File: src/common/nfh_pkg.sv
/*
  Package for the NAND flash host controller: array geometry, address
  cycle layout, command codes, pin timing counts and controller states.
  Assumes a 125 MHz system clock.
*/
package nfh_pkg;
  // Bus and array geometry
  localparam int IO_WIDTH = 8;
  localparam int BLOCK_COUNT = 1024;
  localparam int PAGES_PER_BLOCK = 64;
  localparam int MAIN_BYTES = 2048;
  localparam int SPARE_BYTES = 64;
  localparam int PAGE_BYTES = MAIN_BYTES + SPARE_BYTES;
  localparam int COL_WIDTH = 12;
  localparam int ROW_WIDTH = 16;
  localparam int ADDR_CYCLES = 4;
  localparam logic [2:0] ADDR_CYC_LAST = 3'h3;
  // Second address cycle: column high bits on low four lines
  localparam int COL_HI_LSB = 8;
  localparam int COL_HI_WIDTH = 4;
  localparam logic [3:0] UNUSED_LINES = 4'h0;
  // Command codes
  localparam logic [7:0] CMD_READ_SETUP = 8'h00;
  localparam logic [7:0] CMD_READ_CONFIRM = 8'h30;
  // Pin timing, in ns, and derived cycle counts (minimum times round up)
  localparam int CLK_PERIOD_NS = 8;
  localparam int STROBE_LOW_NS = 25;
  localparam int STROBE_HIGH_NS = 15;
  localparam int READ_ACCESS_DELAY_NS = 25;
  localparam int SETUP_NS = 16;
  localparam int STROBE_LOW_CYC = (STROBE_LOW_NS + CLK_PERIOD_NS - 1) / CLK_PERIOD_NS;
  localparam int STROBE_HIGH_CYC = (STROBE_HIGH_NS + CLK_PERIOD_NS - 1) / CLK_PERIOD_NS;
  // Read sample after access delay plus two synchroniser stages
  localparam int READ_ACCESS_CYC =
    (READ_ACCESS_DELAY_NS + CLK_PERIOD_NS - 1) / CLK_PERIOD_NS + 2;
  localparam int SETUP_CYC = (SETUP_NS + CLK_PERIOD_NS - 1) / CLK_PERIOD_NS;
  // Wait after confirm before ready_busy_n is trusted
  localparam int BUSY_WAIT_NS = 100;
  localparam int BUSY_WAIT_CYC = (BUSY_WAIT_NS + CLK_PERIOD_NS - 1) / CLK_PERIOD_NS;
  localparam int TIMER_WIDTH = 8;

  typedef enum logic [7:0] {
    ST_IDLE = 8'b0000_0001,
    ST_CMD1 = 8'b0000_0010,
    ST_ADDR = 8'b0000_0100,
    ST_CMD2 = 8'b0000_1000,
    ST_WAIT = 8'b0001_0000,
    ST_BUSY = 8'b0010_0000,
    ST_READ = 8'b0100_0000,
    ST_DONE = 8'b1000_0000
  } nfh_state_type;
endpackage : nfh_pkg

File: src/rtl/nfh_host.sv
/*
  NAND flash host controller: runs a page read (setup command, four
  address cycles, confirm command), waits for ready, then reads bytes
  out with read strobe pulses and hands each byte to the user.
  Assumes an x8 device on the pins and a pull-up on ready_busy_n.
*/
`timescale 1ns/100ps
// Behaviour
// - Command, address, data set on io_bus before the write strobe rises.
// - Address latch high at write strobe rise stores address bytes.
// - Command latch high at write strobe rise stores command bytes.
// - One shared 8-bit io_bus carries commands, addresses and data.
// - Column bits 0-7 in cycle one, 8-11 on low lines of cycle two.
// - Row bits 12-27 sent in cycles three and four, ascending.
// - Upper four lines of the second address cycle driven low.
// - Page read is 00h, four addresses, 30h, then busy.
module nfh_host #(
  parameter int MAX_LEN = nfh_pkg::PAGE_BYTES
) (
  // Clock and reset
  input wire logic SYS_CLK,
  input wire logic SRST,
  // User request
  input wire logic REQ_VALID,
  input wire logic [nfh_pkg::ROW_WIDTH-1:0] REQ_ROW,
  input wire logic [nfh_pkg::COL_WIDTH-1:0] REQ_COL,
  input wire logic [nfh_pkg::COL_WIDTH:0] REQ_LEN,
  output logic REQ_READY,
  // User read data
  output logic RD_VALID,
  output logic [nfh_pkg::IO_WIDTH-1:0] RD_DATA,
  output logic RD_DONE,
  // Flash pins
  output logic CHIP_SEL_N,
  output logic CMD_LATCH,
  output logic ADDR_LATCH,
  output logic WRITE_STROBE_N,
  output logic READ_STROBE_N,
  output logic WRITE_PROT_N,
  input wire logic [nfh_pkg::IO_WIDTH-1:0] IO_BUS_IN,
  output logic [nfh_pkg::IO_WIDTH-1:0] IO_BUS_OUT,
  output logic IO_BUS_OE_N,
  input wire logic READY_BUSY_N
);
  import nfh_pkg::*;

  nfh_state_type state_q, state_d;
  logic [COL_WIDTH-1:0] col_q, col_d;
  logic [ROW_WIDTH-1:0] row_q, row_d;
  logic [COL_WIDTH:0] left_q, left_d;
  logic [2:0] acyc_q, acyc_d;
  logic [IO_WIDTH-1:0] bus_q, bus_d;
  logic oe_n_q, oe_n_d, cs_n_q, cs_n_d, cle_q, cle_d, ale_q, ale_d;
  logic rdy_q, rdy_d, rvalid_q, rvalid_d, rdone_q, rdone_d;
  logic [IO_WIDTH-1:0] rdata_q, rdata_d;
  logic [TIMER_WIDTH-1:0] wait_q, wait_d;
  logic [IO_WIDTH-1:0] io_s1_q, io_s2_q;
  logic rb_s1_q, rb_s2_q;
  logic wr_go, rd_go, wr_low, wr_end, rd_low, rd_mid, rd_end;

  // Pin inputs pass two flops before use
  always_ff @(posedge SYS_CLK) begin
    if (SRST) begin
      io_s1_q <= '0;
      io_s2_q <= '0;
      rb_s1_q <= 1'b0;
      rb_s2_q <= 1'b0;
    end else begin
      io_s1_q <= IO_BUS_IN;
      io_s2_q <= io_s1_q;
      rb_s1_q <= READY_BUSY_N;
      rb_s2_q <= rb_s1_q;
    end
  end

  // Write strobe: high phase lengthened by the data and latch setup count
  nfh_strobe #(.LOW_CYC(STROBE_LOW_CYC), .HIGH_CYC(STROBE_HIGH_CYC + SETUP_CYC)) u_wr (
    .clk(SYS_CLK),
    .srst(SRST),
    .start(wr_go),
    .strobe_low(wr_low),
    .low_done(),
    .cycle_done(wr_end)
  );

  // Read strobe: low long enough to cover access delay and synchronisers
  nfh_strobe #(.LOW_CYC(READ_ACCESS_CYC), .HIGH_CYC(STROBE_HIGH_CYC)) u_rd (
    .clk(SYS_CLK),
    .srst(SRST),
    .start(rd_go),
    .strobe_low(rd_low),
    .low_done(rd_mid),
    .cycle_done(rd_end)
  );

  always_comb begin
    state_d = state_q;
    col_d = col_q;
    row_d = row_q;
    left_d = left_q;
    acyc_d = acyc_q;
    bus_d = bus_q;
    oe_n_d = oe_n_q;
    cs_n_d = cs_n_q;
    cle_d = 1'b0;
    ale_d = 1'b0;
    rdy_d = 1'b0;
    rvalid_d = 1'b0;
    rdone_d = 1'b0;
    rdata_d = rdata_q;
    wait_d = wait_q;
    wr_go = 1'b0;
    rd_go = 1'b0;
    case (state_q)
      ST_IDLE: begin
        cs_n_d = 1'b1;
        oe_n_d = 1'b1;
        rdy_d = 1'b1;
        if (REQ_VALID && rdy_q) begin
          rdy_d = 1'b0;
          row_d = REQ_ROW;
          col_d = REQ_COL;
          left_d = (REQ_LEN == '0) ? (COL_WIDTH+1)'(1) : REQ_LEN;
          cs_n_d = 1'b0;
          oe_n_d = 1'b0;
          bus_d = CMD_READ_SETUP;
          state_d = ST_CMD1;
        end
      end
      ST_CMD1: begin
        cle_d = 1'b1;
        wr_go = 1'b1;
        if (wr_end) begin
          cle_d = 1'b0;
          acyc_d = '0;
          bus_d = col_q[7:0];
          state_d = ST_ADDR;
        end
      end
      ST_ADDR: begin
        ale_d = 1'b1;
        wr_go = 1'b1;
        if (wr_end) begin
          acyc_d = acyc_q + 3'h1;
          case (acyc_q)
            3'h0: bus_d = {UNUSED_LINES, col_q[COL_HI_LSB +: COL_HI_WIDTH]};
            3'h1: bus_d = row_q[7:0];
            3'h2: bus_d = row_q[15:8];
            default: bus_d = CMD_READ_CONFIRM;
          endcase
          if (acyc_q == ADDR_CYC_LAST) begin
            ale_d = 1'b0;
            bus_d = CMD_READ_CONFIRM;
            state_d = ST_CMD2;
          end
        end
      end
      ST_CMD2: begin
        cle_d = 1'b1;
        wr_go = 1'b1;
        if (wr_end) begin
          cle_d = 1'b0;
          oe_n_d = 1'b1; // Hand the bus to the device
          wait_d = TIMER_WIDTH'(BUSY_WAIT_CYC);
          state_d = ST_WAIT;
        end
      end
      ST_WAIT: begin
        // Busy may take a while to assert; do not trust ready before that
        if (wait_q != '0) begin
          wait_d = wait_q - TIMER_WIDTH'(1);
        end else begin
          state_d = ST_BUSY;
        end
      end
      ST_BUSY: begin
        if (rb_s2_q) begin
          state_d = ST_READ;
        end
      end
      ST_READ: begin
        rd_go = (left_q != '0);
        if (rd_mid) begin
          rdata_d = io_s2_q;
          rvalid_d = 1'b1;
        end
        if (rd_end) begin
          left_d = left_q - (COL_WIDTH+1)'(1);
          col_d = col_q + COL_WIDTH'(1);
          // Sequential read stops at the last spare byte of the page
          if (left_q == (COL_WIDTH+1)'(1) || col_q == COL_WIDTH'(MAX_LEN - 1)) begin
            state_d = ST_DONE;
          end
        end
      end
      ST_DONE: begin
        rdone_d = 1'b1;
        cs_n_d = 1'b1;
        state_d = ST_IDLE;
      end
      default: begin
        state_d = ST_IDLE;
      end
    endcase
  end

  always_ff @(posedge SYS_CLK) begin
    if (SRST) begin
      state_q <= ST_IDLE;
      col_q <= '0;
      row_q <= '0;
      left_q <= '0;
      acyc_q <= '0;
      bus_q <= '0;
      oe_n_q <= 1'b1;
      cs_n_q <= 1'b1;
      cle_q <= 1'b0;
      ale_q <= 1'b0;
      rdy_q <= 1'b0;
      rvalid_q <= 1'b0;
      rdone_q <= 1'b0;
      rdata_q <= '0;
      wait_q <= '0;
    end else begin
      state_q <= state_d;
      col_q <= col_d;
      row_q <= row_d;
      left_q <= left_d;
      acyc_q <= acyc_d;
      bus_q <= bus_d;
      oe_n_q <= oe_n_d;
      cs_n_q <= cs_n_d;
      cle_q <= cle_d;
      ale_q <= ale_d;
      rdy_q <= rdy_d;
      rvalid_q <= rvalid_d;
      rdone_q <= rdone_d;
      rdata_q <= rdata_d;
      wait_q <= wait_d;
    end
  end

  // Strobe pins registered so every output comes from a flop
  logic wr_n_q, rd_n_q, wp_n_q;
  always_ff @(posedge SYS_CLK) begin
    if (SRST) begin
      wr_n_q <= 1'b1;
      rd_n_q <= 1'b1;
      wp_n_q <= 1'b0;
    end else begin
      wr_n_q <= ~wr_low;
      rd_n_q <= ~rd_low;
      wp_n_q <= 1'b0;
    end
  end

  assign CHIP_SEL_N = cs_n_q;
  assign CMD_LATCH = cle_q;
  assign ADDR_LATCH = ale_q;
  assign WRITE_STROBE_N = wr_n_q;
  assign READ_STROBE_N = rd_n_q;
  // Read-only controller: program and erase stay blocked
  assign WRITE_PROT_N = wp_n_q;
  assign IO_BUS_OUT = bus_q;
  assign IO_BUS_OE_N = oe_n_q;
  assign REQ_READY = rdy_q;
  assign RD_VALID = rvalid_q;
  assign RD_DATA = rdata_q;
  assign RD_DONE = rdone_q;
endmodule : nfh_host

File: src/rtl/nfh_strobe.sv
/*
  Strobe timer for the NAND host: counts a low phase and a high phase of
  one write or read strobe and pulses the end of each phase.
  Assumes start may stay high; a new strobe begins only once idle.
*/
`timescale 1ns/100ps
module nfh_strobe #(
  parameter int LOW_CYC = 4,
  parameter int HIGH_CYC = 2
) (
  // Clock and reset
  input wire logic clk,
  input wire logic srst,
  // Control
  input wire logic start,
  output logic strobe_low,
  output logic low_done,
  output logic cycle_done
);
  import nfh_pkg::*;
  logic [TIMER_WIDTH-1:0] cnt_q, cnt_d;
  logic low_q, low_d;
  logic busy_q, busy_d;

  always_comb begin
    cnt_d = cnt_q;
    low_d = low_q;
    busy_d = busy_q;
    low_done = 1'b0;
    cycle_done = 1'b0;
    if (start && !busy_q) begin
      busy_d = 1'b1;
      low_d = 1'b1;
      cnt_d = TIMER_WIDTH'(LOW_CYC - 1);
    end else if (busy_q) begin
      if (cnt_q != '0) begin
        cnt_d = cnt_q - TIMER_WIDTH'(1);
      end else if (low_q) begin
        low_d = 1'b0;
        low_done = 1'b1;
        cnt_d = TIMER_WIDTH'(HIGH_CYC - 1);
      end else begin
        busy_d = 1'b0;
        cycle_done = 1'b1;
      end
    end
  end

  always_ff @(posedge clk) begin
    if (srst) begin
      cnt_q <= '0;
      low_q <= 1'b0;
      busy_q <= 1'b0;
    end else begin
      cnt_q <= cnt_d;
      low_q <= low_d;
      busy_q <= busy_d;
    end
  end

  assign strobe_low = low_q;
endmodule : nfh_strobe

File: config.mk
export PLATFORM = sky130hd
export DESIGN_NAME = nfh_host
export DESIGN_NICKNAME = d
export VERILOG_FILES = /design/src/common/nfh_pkg.sv /design/src/rtl/nfh_host.sv /design/src/rtl/nfh_strobe.sv
export SDC_FILE = /design/constraint.sdc
export NUM_CORES = 1
export LEC_CHECK = 0
export ABC_AREA = 1
export BUFFER_PORTS_ARGS = -buffer_cell sky130_fd_sc_hd__buf_2
export CAP_MARGIN = 20
export CORE_ASPECT_RATIO = 1.75
export CORE_MARGIN = 5
export CORE_UTILIZATION = 40
export CTS_BUF_LIST = sky130_fd_sc_hd__clkbuf_4 sky130_fd_sc_hd__clkbuf_8
export CTS_CLUSTER_DIAMETER = 40
export CTS_CLUSTER_SIZE = 10
export DETAILED_ROUTE_END_ITERATION = 7
export GPL_TIMING_DRIVEN = 0
export RECOVER_POWER = 50
export SLEW_MARGIN = 15
export SYNTH_ARGS = -nofsm -noshare
export SYNTH_HDL_FRONTEND = slang
export SYNTH_SLANG_ARGS = --single-unit
File: constraint.sdc
create_clock -name SYS_CLK -period 4.95 [get_ports SYS_CLK]
set_clock_uncertainty 0.15 [all_clocks]
set_input_delay 1.485 -clock SYS_CLK [delete_from_list [all_inputs] [get_ports SYS_CLK]]
set_output_delay 1.485 -clock SYS_CLK [all_outputs]
set_load 0.1 [all_outputs]
==> impl_metrics.py, run 1 <==
metrics = {
    "status": {
        "status": "complete, no violations",
    },
    "grt": {
        "antenna_found_initial": 0,
        "grt_pass1_wl_um": 27900,
        "grt_pass1_vias": 5716,
        "grt_max_degree": 17,
        "grt_util_all_layers_pct": 18.8,
        "grt_overflow": 0,
    },
    "clock_tree": {
        "cts_tree": "built",
        "h-tree-depth": 4,
        "path_clk_slew_ns": 0.10,
        "holdBufCountCts": 0,
        "numCtsBuffers": 17,
        "numClockSinks": 123,
        "clk_path_buf_depth": 2,
        "clock_latency_ns": 0.45,
        "post_cts_buffers": 0,
        "cts_root_buf": "clkbuf_8",
        "post_cts_resized": 0,
    },
    "drt": {
        "avgViaCountPerCell": 4.90,
        "wl_per_cell_um": 14.3,
        "vias": 5868,
        "drt_wl_total_um": 17200,
        "drtIter0Drc": 259,
        "drc": 0,
        "drt-pass1-iter-count": 6,
        "ant_nets": 0,
    },
    "hold_path": {
        "hold_path.startpoint": "io_s1_q[1]$_SDFF_PP0_",
        "hold_depth": 2,
        "hold_end": "io_s2_q[1]$_SDFF_PP0_",
        "min_path_type": "reg2reg",
    },
    "worst_setup_path": {
        "critPathMostFrequentCell": "nand3_1",
        "cp-start-kind": "primary input",
        "critPathSlowestCell": "clkbuf_1",
        "critical_path_class": "in2reg",
        "crit_chain": "buf_2 > nand2_1 > nand3_1 > nand3_1 > clkinvlp_2 > clkbuf_1 > o21ai_0 > a21oi_2",
        "r2r_slack_ns": 2.21,
        "required_ns": 5.17,
        "rr_startpoint": "u_rd.cnt_q[0]$_SDFFE_PP0P_",
        "endpoint_kind": "flip-flop",
        "max_stage_delay_ns": 0.48,
        "worst-path-max-fanout": 10,
        "crit_arrival_ns": 3.49,
        "reg2reg_to": "left_q[4]$_SDFFE_PP0P_",
        "r2r_cells": 11,
    },
    "cells_and_area": {
        "reg_top3": "row_q x16, left_q x13, col_q x12",
        "nNetsFinal": 1066,
        "design_area_mm2": 0.00724,
        "final_common_cell": "nand2_1",
        "drive_gt1_share_pct": 17.1,
        "diodes": 0,
        "most-common-layout-cells": "189 x nand2_1, 160 x nor2_1, 123 x dfxtp_1, 103 x inv_1, 78 x buf_2",
        "final_cells": 1198,
        "largest-register": "row_q",
        "syn2layout_area_growth_pct": 14.9,
        "largest_reg_flops": 16,
    },
    "logic_synthesis": {
        "synth_edf_count": 0,
        "ys.flop_type": "dfxtp_1",
        "synth_area_mm2": 0.00630,
        "ys_async_sr_fraction_pct": 0,
        "synth.distinct_cells": 45,
        "synth-seq-cells": 123,
        "synth_fp_nets": 971,
        "synthCells": 904,
        "ys_warn_count": 0,
        "avgSynthCellArea_um2": 6.97,
        "ys_seq_area_share_pct": 39.1,
    },
    "placement": {
        "place_area_mm2": 0.00692,
        "port_buffers": 76,
        "gp_congestion": 0.859,
        "dp_hpwl_um": 12900,
        "placed_cells": 1166,
    },
    "sta": {
        "drv_slew": 0,
        "fin_crit_sh_pct": 65.9,
        "hold_viol_final": 0,
        "fin_crit_ns": 3.26,
        "max_slew_margin_pct": 47.7,
        "worstMarginPinSlew_ns": 0.785,
        "tns_ns": 0,
        "max_clock_freq_mhz": 306,
        "report.final.setup_viol": 0,
        "rsz0062_at_grt": "no",
    },
    "floorplan": {
        "ios": 79,
        "die_w_um": 105,
        "core_mm2": 0.0155,
        "rows": 60,
        "dieArea_mm2": 0.0185,
        "start_util_pct": 40.8,
        "die_y_um": 176,
    },
    "flow_run": {
        "cap_violations": 0,
    },
    "power_and_ir_drop": {
        "power_density_mw_per_mm2": 477,
        "p_leak_nw": 3.39,
        "power.total_mw": 3.45,
        "vdd_drop_max_v": 0.000227,
    },
}
[per-stage QoR]
| stage | utilization [%] | hold slack [ns] | worst slack [ns] |
|---|---|---|---|
| global route | 46.8 | 0.249 | 1.57 |
| finish | 46.8 | 0.248 | 1.69 |
| global placement | 44.7 | 0.239 | 1.88 |
| floorplan | - | 0.216 | 2.35 |
| CTS | 47.3 | 0.246 | 2.04 |
| detailed placement | 44.7 | 0.244 | 1.86 |
[routing by layer]
layer / track usage [%] / vias up / routed length [µm]
met5: 0 / - / 0
met4: 7.41 / 0 / 399
met3: 4.83 / 27 / 895
met2: 33.9 / 129 / 8800
met1: 20.8 / 2644 / 7070
li1: - / 3068 / -
[logic make-up after synthesis]
family / after synthesis / synth area share [%]
other: 1 / 0.0595
AND/OR/NAND/NOR: 454 / 32.9
XOR/XNOR: 16 / 2.22
flip-flops: 123 / 39.1
adder cells (fa/ha/maj): 14 / 2.78
AO/OA/AOI/OAI: 159 / 13.8
buffers and inverters: 137 / 9.23
[worst max-delay path: cells and delay by family]
family / cells / cell delay [ns]
AOI/OAI and AO/OA: 2 / 0.37
buffers and inverters: 3 / 0.92
and+or+nand+nor: 3 / 0.71
[how the worst max path moves through the flow]
stage                             from  cells past startpoint                          to  slack [ns]
2_1_floorplan                REQ_VALID                      7       ADDR_LATCH$_SDFF_PP0_        2.35
3_3_place_gp                      SRST                      5  u_wr.cnt_q[4]$_SDFFE_PP0P_        1.88
3_5_place_dp                      SRST                      5  u_wr.cnt_q[4]$_SDFFE_PP0P_        1.86
4_1_cts        RD_DATA[6]$_SDFFE_PP0P_                      1                  RD_DATA[6]        2.04
5_1_grt                      REQ_VALID                      8      left_q[4]$_SDFFE_PP0P_        1.57
6_report                     REQ_VALID                      8      left_q[4]$_SDFFE_PP0P_        1.69
[cells in the mapped netlist (7+ instances only)]
library cell	count	area share [%]
xnor2_1	7	0.97
dfxtp_1	123	39
o22ai_1	9	0.89
a21oi_2	7	0.97
nand2_1	189	11
nand2_2	10	0.99
xor2_1	9	1.3
inv_2	7	0.42
clkbuf_1	10	0.60
nor2_1	159	9.5
nor2_4	8	1.4
inv_1	102	6.1
nor3_1	10	0.79
nand3_1	41	3.3
o21ai_0	68	5.4
a21oi_1	54	4.3
ha_1	14	2.8
o21ai_1	8	0.64
[power breakdown]
| part | switching [mW] | internal, mW | leakage, nW |
|---|---|---|---|
| clock network | 0.498 | 0.426 | 0.201 |
| logic | 0.895 | 0.384 | 2.19 |
| registers | 0.117 | 1.14 | 1.00 |
| total | 1.51 | 1.95 | 3.39 |
[final cells by class]
type / instances / area [µm²]
clock buffers: 17 / 234
flip-flops and latches: 123 / 2460
multi-input cells: 644 / 3210
plain buffers: 25 / 134
repair buffers: 76 / 380
inverters: 112 / 422
fillers: 1640 / 8220
clock inverters: 15 / 170
well taps: 186 / 233
Power figures use the tool's default switching activity.
==> run 2, diff against run 1 <==
- ABC_AREA: 1 -> 0
- clock period: 4.95 -> 3 ns (I/O delays scaled with it)
==> run 2 against run 1 <==
Against the previous run:
- worst hold slack better by 0.044 ns
- non-clock buffer count rose by 12
- register-to-register slack got worse by 2.0 ns
- utilization up 0.83 points
- global-route usage up 0.58 points
- sequential share of layout area up 2.1 points
- sequential cell count stayed put
- critical path depth did not move
- clock power up 81%
- synthesized cell count shrank 24%
- die area down 7.5%
- critical path type is now reg2reg
- critical endpoint is now col_q[5]$_SDFFE_PP0P_
- largest cell class unchanged
==> impl_metrics.py, run 2 <==
metrics = {
    "worst_setup_path": {
        "critPathLaunch": "state_q[2]$_SDFFE_PP0P_",
        "crit_chain": "clkbuf_1 > or4_1 > or3b_4 > buf_6 > buf_6 > clkbuf_1 > a211oi_1 > nor3_1",
        "cp-endpoint": "col_q[5]$_SDFFE_PP0P_",
        "max_stage_delay_ns": 0.57,
        "worst-path-max-fanout": 10,
        "r2r_cells": 8,
        "endpoint_kind": "flip-flop",
        "rr_startpoint": "state_q[2]$_SDFFE_PP0P_",
        "r2r_slack_ns": 0.25,
        "critPathSlowestCell": "or4_1",
        "cp-start-kind": "flip-flop",
        "crit_arrival_ns": 2.88,
        "critical_path_class": "reg2reg",
        "required_ns": 3.13,
        "reg2reg_to": "col_q[5]$_SDFFE_PP0P_",
    },
    "floorplan": {
        "die_w_um": 101,
        "rows": 58,
        "die_y_um": 169,
        "start_util_pct": 40.5,
        "ios": 79,
        "dieArea_mm2": 0.0171,
        "core_mm2": 0.0143,
    },
    "logic_synthesis": {
        "ys_seq_area_share_pct": 42.5,
        "ys_warn_count": 0,
        "synth-seq-cells": 123,
        "synth_top_area_share_pct": 42.5,
        "ys_async_sr_fraction_pct": 0,
        "synth_common_cells": "123 x dfxtp_1, 90 x nand2_1, 76 x nor2_1",
        "yosysTopAreaCell": "dfxtp_1",
        "synth_area_mm2": 0.00580,
        "synthCells": 688,
        "ys.flop_type": "dfxtp_1",
        "yosysMostFrequentCell": "dfxtp_1",
        "synth_fp_nets": 755,
        "synth.area.top_cells": "dfxtp_1 42%, nand2_1 5.8%, a21oi_1 5.1%, nor2_1 4.9%, ha_1 3.0%",
        "synth_edf_count": 0,
        "avgSynthCellArea_um2": 8.43,
        "synth.distinct_cells": 69,
    },
    "drt": {
        "drc": 0,
        "ant_nets": 0,
        "drt_wl_total_um": 16400,
        "vias": 5428,
        "drt-pass1-iter-count": 5,
        "wl_per_cell_um": 16.8,
        "wl_met2_um": 8840,
        "drtIter0Drc": 356,
        "avgViaCountPerCell": 5.56,
        "top_layer": "met4",
        "route.met3.wl_um": 839,
        "wl_met1_um": 6370,
    },
    "cells_and_area": {
        "nNetsFinal": 850,
        "final_util_pct": 47.7,
        "largest-register": "row_q",
        "final.fill_count": 1448,
        "largest_reg_flops": 16,
        "diodes": 0,
        "final_common_cell": "dfxtp_1",
        "syn2layout_area_growth_pct": 17.5,
        "drive_gt1_share_pct": 14.3,
        "most-common-layout-cells": "123 x dfxtp_1, 90 x nand2_1, 76 x nor2_1, 59 x a21oi_1, 54 x buf_2",
        "reg_top3": "row_q x16, left_q x13, col_q x12",
    },
    "power_and_ir_drop": {
        "power_density_mw_per_mm2": 787,
        "vdd_drop_max_v": 0.000298,
        "p_leak_nw": 2.53,
    },
    "sta": {
        "report.final.setup_viol": 0,
        "tns_ns": 0,
        "fin_crit_sh_pct": 91.6,
        "worst_slack_ns": 0.253,
        "max_slew_margin_pct": 21.4,
        "drv_slew": 0,
        "worstMarginPinSlew_ns": 1.18,
        "rsz0062_at_grt": "no",
        "fin_crit_ns": 2.75,
        "hold_viol_final": 0,
        "max_clock_freq_mhz": 364,
    },
    "placement": {
        "port_buffers": 76,
        "place_ws_ns": 0.183,
        "gp_congestion": 0.880,
        "dp_hpwl_um": 12200,
    },
    "clock_tree": {
        "cts_tree": "built",
        "post_cts_buffers": 0,
        "cts_root_buf": "clkbuf_8",
        "numCtsBuffers": 17,
        "clock_latency_ns": 0.43,
        "clk_path_buf_depth": 2,
        "h-tree-depth": 4,
        "path_clk_slew_ns": 0.08,
        "holdBufCountCts": 0,
        "post_cts_resized": 0,
        "numClockSinks": 123,
    },
    "grt": {
        "grt_max_degree": 17,
        "grt_overflow": 0,
        "grt_util_all_layers_pct": 19.4,
        "antenna_found_initial": 0,
        "grt_pass1_vias": 5381,
        "grt_pass1_wl_um": 26200,
    },
    "status": {
        "status": "complete, no violations",
    },
    "hold_path": {
        "min_path_type": "reg2reg",
    },
    "flow_run": {
        "cap_violations": 0,
    },
}
## run 2: cell count changes in the layout (fill, tap and decap cells not counted), sizes merged, moves of 23 or more
| cell | before | now |
|---|---|---|
| nor2b | 0 | 25 |
| buf | 86 | 63 |
| nor2 | 173 | 77 |
| nand2 | 202 | 90 |
| nand3 | 49 | 13 |
| inv | 119 | 24 |
| clkbuf | 32 | 68 |
| o21ai | 80 | 33 |
## run 2: cell families (layout without fill, tap and decap cells)
kind of cell               after synthesis  in the layout  synth area share (%)
buffers and inverters                   56            164                  4.58
and+or+nand+nor                        300            300                  25.9
other                                    1              1                0.0647
adders and majority gates               14             14                  3.02
DFF                                    123            123                  42.5
xor gates and xnor gates                15             15                  2.27
muxes                                   12             12                  2.53
AOI/OAI and AO/OA                      167            167                  19.2
## run 2: layout make-up
class / count / area [µm²] / share of cell area, %
clock buffers: 18 / 241 / 3.54
well taps: 180 / 225 / 3.31
plain buffers: 37 / 191 / 2.81
inverters: 19 / 71.3 / 1.05
repair buffers: 76 / 352 / 5.16
clock inverters: 14 / 209 / 3.07
flip-flops and latches: 123 / 2460 / 36.1
multi-input cells: 509 / 3060 / 44.9
## run 2: metrics by stage
stage	cell area (µm²)	cells	hold slack, ns	power [mW]
after floorplan	5800	688	0.234	3.36
after global placement	6400	944	0.267	3.72
after detailed placement	6400	944	0.272	3.74
after CTS	6850	976	0.290	5.42
after global routing	6810	976	0.301	5.64
final	6810	976	0.292	5.36
## run 2: worst min path at each step
| stage | slack, ns | depth (start not counted) | startpoint | endpoint |
|---|---|---|---|---|
| floorplan | 0.23 | 1 | u_wr.strobe_low$_SDFFE_PP0P_ | WRITE_STROBE_N$_SDFF_PP1_ |
| global placement | 0.27 | 1 | io_s1_q[2]$_SDFF_PP0_ | io_s2_q[2]$_SDFF_PP0_ |
| detailed placement | 0.27 | 1 | io_s1_q[6]$_SDFF_PP0_ | io_s2_q[6]$_SDFF_PP0_ |
| CTS | 0.29 | 1 | io_s1_q[7]$_SDFF_PP0_ | io_s2_q[7]$_SDFF_PP0_ |
| global route | 0.30 | 1 | io_s1_q[6]$_SDFF_PP0_ | io_s2_q[6]$_SDFF_PP0_ |
| finish | 0.29 | 1 | io_s1_q[6]$_SDFF_PP0_ | io_s2_q[6]$_SDFF_PP0_ |
## run 2: report_power, final
group          internal, mW  total, mW  switching (mW)
clock                 0.936       1.67           0.733
sequential             1.83       1.99           0.161
combinational         0.453       1.70            1.25
total                  3.22       5.36            2.14
## run 2: metal layers
layer / track usage, % / vias to the layer above
li1: - / 2655
met5: 0 / -
met4: 7.29 / 0
met1: 21.7 / 2555
met2: 35.5 / 188
met3: 3.74 / 30
## run 2: critical path, delay by kind of cell, from the launching register on
family,cells,cell delay [ns]
buf+inv,4,0.77
simple gates,3,1.06
flops,1,0.30
compound gates,1,0.31
==> run 3, diff against run 2 <==
- ABC_AREA: 0 -> 1
- CORE_UTILIZATION: 40 -> 54
- PLACE_DENSITY: default -> 0.78
- SLEW_MARGIN: 15 -> 5
==> run 3 against run 2 <==
Against the previous run:
- routed wire length shrank 0.67%
- first-iteration DRC count decreased by 20%
- sequential share of layout area decreased by 1.8 points
- highest routed layer unchanged
- fmax grew 13%
- count of clock-buffer cells in the layout shrank 1
- register-to-register slack gained 0.32 ns
- design area grew 5.1%
==> impl_metrics.py, run 3 (same netlist as run 1, synthesis figures left out) <==
metrics = {
    "sta": {
        "worst_slack_ns": 0.573,
        "fin_crit_sh_pct": 80.9,
        "hold_ws_ns": 0.249,
        "max_slew_margin_pct": 49.0,
        "max_clock_freq_mhz": 412,
        "worstMarginPinSlew_ns": 0.760,
        "hold_viol_final": 0,
        "fin_crit_ns": 2.43,
        "rsz0062_at_grt": "no",
        "tns_ns": 0,
        "report.final.setup_viol": 0,
        "drv_slew": 0,
    },
    "worst_setup_path": {
        "r2r_cells": 9,
        "endpoint_kind": "flip-flop",
        "crit_buf_inv": 3,
        "critical_path_class": "reg2reg",
        "path_delay_family": "simple AND/OR/NAND/NOR gates",
        "critPathSlowestCell": "nor2_1",
        "required_ns": 3.18,
        "worst-path-max-fanout": 10,
        "crit_arrival_ns": 2.61,
        "cp-start-kind": "flip-flop",
        "crit_cells": 9,
        "max_stage_delay_ns": 0.52,
        "crit_chain": "nor2_1 > nand2_2 > inv_2 > nand2_4 > nor2_1 > inv_2 > clkbuf_1 > o21ai_0 > a21oi_1",
    },
    "clock_tree": {
        "h-tree-depth": 4,
        "holdBufCountCts": 0,
        "post_cts_resized": 0,
        "numCtsBuffers": 17,
        "path_clk_slew_ns": 0.09,
        "clk_path_buf_depth": 2,
        "numClockSinks": 123,
        "post_cts_buffers": 0,
        "cts_root_buf": "clkbuf_8",
        "clock_latency_ns": 0.44,
        "cts_tree": "built",
    },
    "cells_and_area": {
        "final_common_cell": "nand2_1",
        "largest-register": "row_q",
        "nNetsFinal": 1066,
        "multi_input_area_mm2": 0.00319,
        "diodes": 0,
        "largest_reg_flops": 16,
        "drive_gt1_share_pct": 16.6,
        "seqCellArea_mm2": 0.00246,
        "most-common-layout-cells": "192 x nand2_1, 163 x nor2_1, 123 x dfxtp_1, 105 x inv_1, 77 x buf_2",
        "reg_top3": "row_q x16, left_q x13, col_q x12",
        "final.fill_count": 1104,
        "syn2layout_area_growth_pct": 13.6,
    },
    "hold_path": {
        "hold_depth": 2,
        "min_path_type": "reg2reg",
    },
    "placement": {
        "gp_congestion": 0.938,
        "port_buffers": 76,
        "place_ws_ns": 0.603,
        "dp_hpwl_um": 12200,
    },
    "drt": {
        "drt_wl_total_um": 16300,
        "drt-pass1-iter-count": 5,
        "drc": 0,
        "ant_nets": 0,
        "wl_per_cell_um": 14.2,
        "avgViaCountPerCell": 5.24,
        "vias": 6007,
        "drtIter0Drc": 286,
    },
    "grt": {
        "grt_max_degree": 17,
        "grt_overflow": 0,
        "grt_pass1_vias": 5941,
        "grt_pass1_wl_um": 27400,
        "grt_util_all_layers_pct": 24.1,
        "antenna_found_initial": 0,
    },
    "floorplan": {
        "rows": 52,
        "die_w_um": 91.7,
        "core_mm2": 0.0115,
        "die_y_um": 153,
        "dieArea_mm2": 0.0140,
        "ios": 79,
        "start_util_pct": 54.7,
    },
    "power_and_ir_drop": {
        "p_leak_nw": 3.40,
        "vdd_drop_max_v": 0.000401,
        "pwr-share-clk_pct": 25.2,
        "power.total_mw": 5.70,
        "netSwitchingFraction_pct": 44.1,
        "power_density_mw_per_mm2": 795,
        "power_switching_mw": 2.51,
        "p_seq_share_pct": 36.2,
        "intPower_mw": 3.19,
        "power_frac_comb_pct": 38.6,
    },
    "status": {
        "status": "complete, no violations",
    },
    "flow_run": {
        "cap_violations": 0,
    },
}
[run 3: cell count changes in the layout (fill, tap and decap cells not counted), sizes merged, moves of 12 or more]
cell    before  now
nor2        77  173
buf         63   87
clkbuf      68   31
inv         24  120
nand2       90  202
nor4        15    0
a211oi      12    0
o21ai       33   80
nor3        30   12
nor2b       25    0
nand3       13   49
[run 3: worst paths after layout]
check	startpoint	slack [ns]	endpoint
min reg2reg	io_s1_q[5]$_SDFF_PP0_	0.25	io_s2_q[5]$_SDFF_PP0_
min	io_s1_q[5]$_SDFF_PP0_	0.25	io_s2_q[5]$_SDFF_PP0_
max reg2reg	state_q[6]$_SDFFE_PP0P_	0.57	row_q[14]$_SDFFE_PP0P_
max	state_q[6]$_SDFFE_PP0P_	0.57	row_q[14]$_SDFFE_PP0P_
[run 3: metrics by stage]
stage               cell area [µm²]  std cells  utilization, %
floorplan                      6300        904               -
global placement               6850       1115            59.5
detailed placement             6850       1115            59.5
CTS                            7240       1147            62.8
global route                   7160       1147            62.2
finish                         7160       1147            62.2
[run 3: worst reg2reg max path, stage by stage, from the launching register on]
cell and delay [ns]:
dfxtp_1 0.36, nor2_1 0.26, nand2_2 0.12, inv_2 0.14, nand2_4 0.11, nor2_1 0.52, inv_2 0.14, clkbuf_1 0.26
o21ai_0 0.21, a21oi_1 0.06
[run 3: final cells by class]
class / count / area share, %
buffer: 25 / 2.17
timing repair buffer: 76 / 5.31
clock buffer: 17 / 3.27
clock inverter: 15 / 2.06
multi-input combinational: 644 / 44.6
tap: 135 / 2.36
sequential: 123 / 34.4
inverter: 112 / 5.90
[run 3: power by group through the flow]
stage	combinational (mW)	sequential, mW	clock, mW
after global routing	2.45	2.10	1.54
after floorplan	1.58	2.25	0
after CTS	2.25	2.06	1.45
after detailed placement	2.23	2.10	0
final	2.20	2.06	1.43
after global placement	2.19	2.09	0
[run 3: per-layer routing]
layer	GRT usage (%)	part of all wire, %	vias up
met4	10.5	3.1	0
met2	44.4	53	143
li1	-	-	3062
met1	25.9	39	2761
met3	5.21	4.7	41
met5	0	0	-
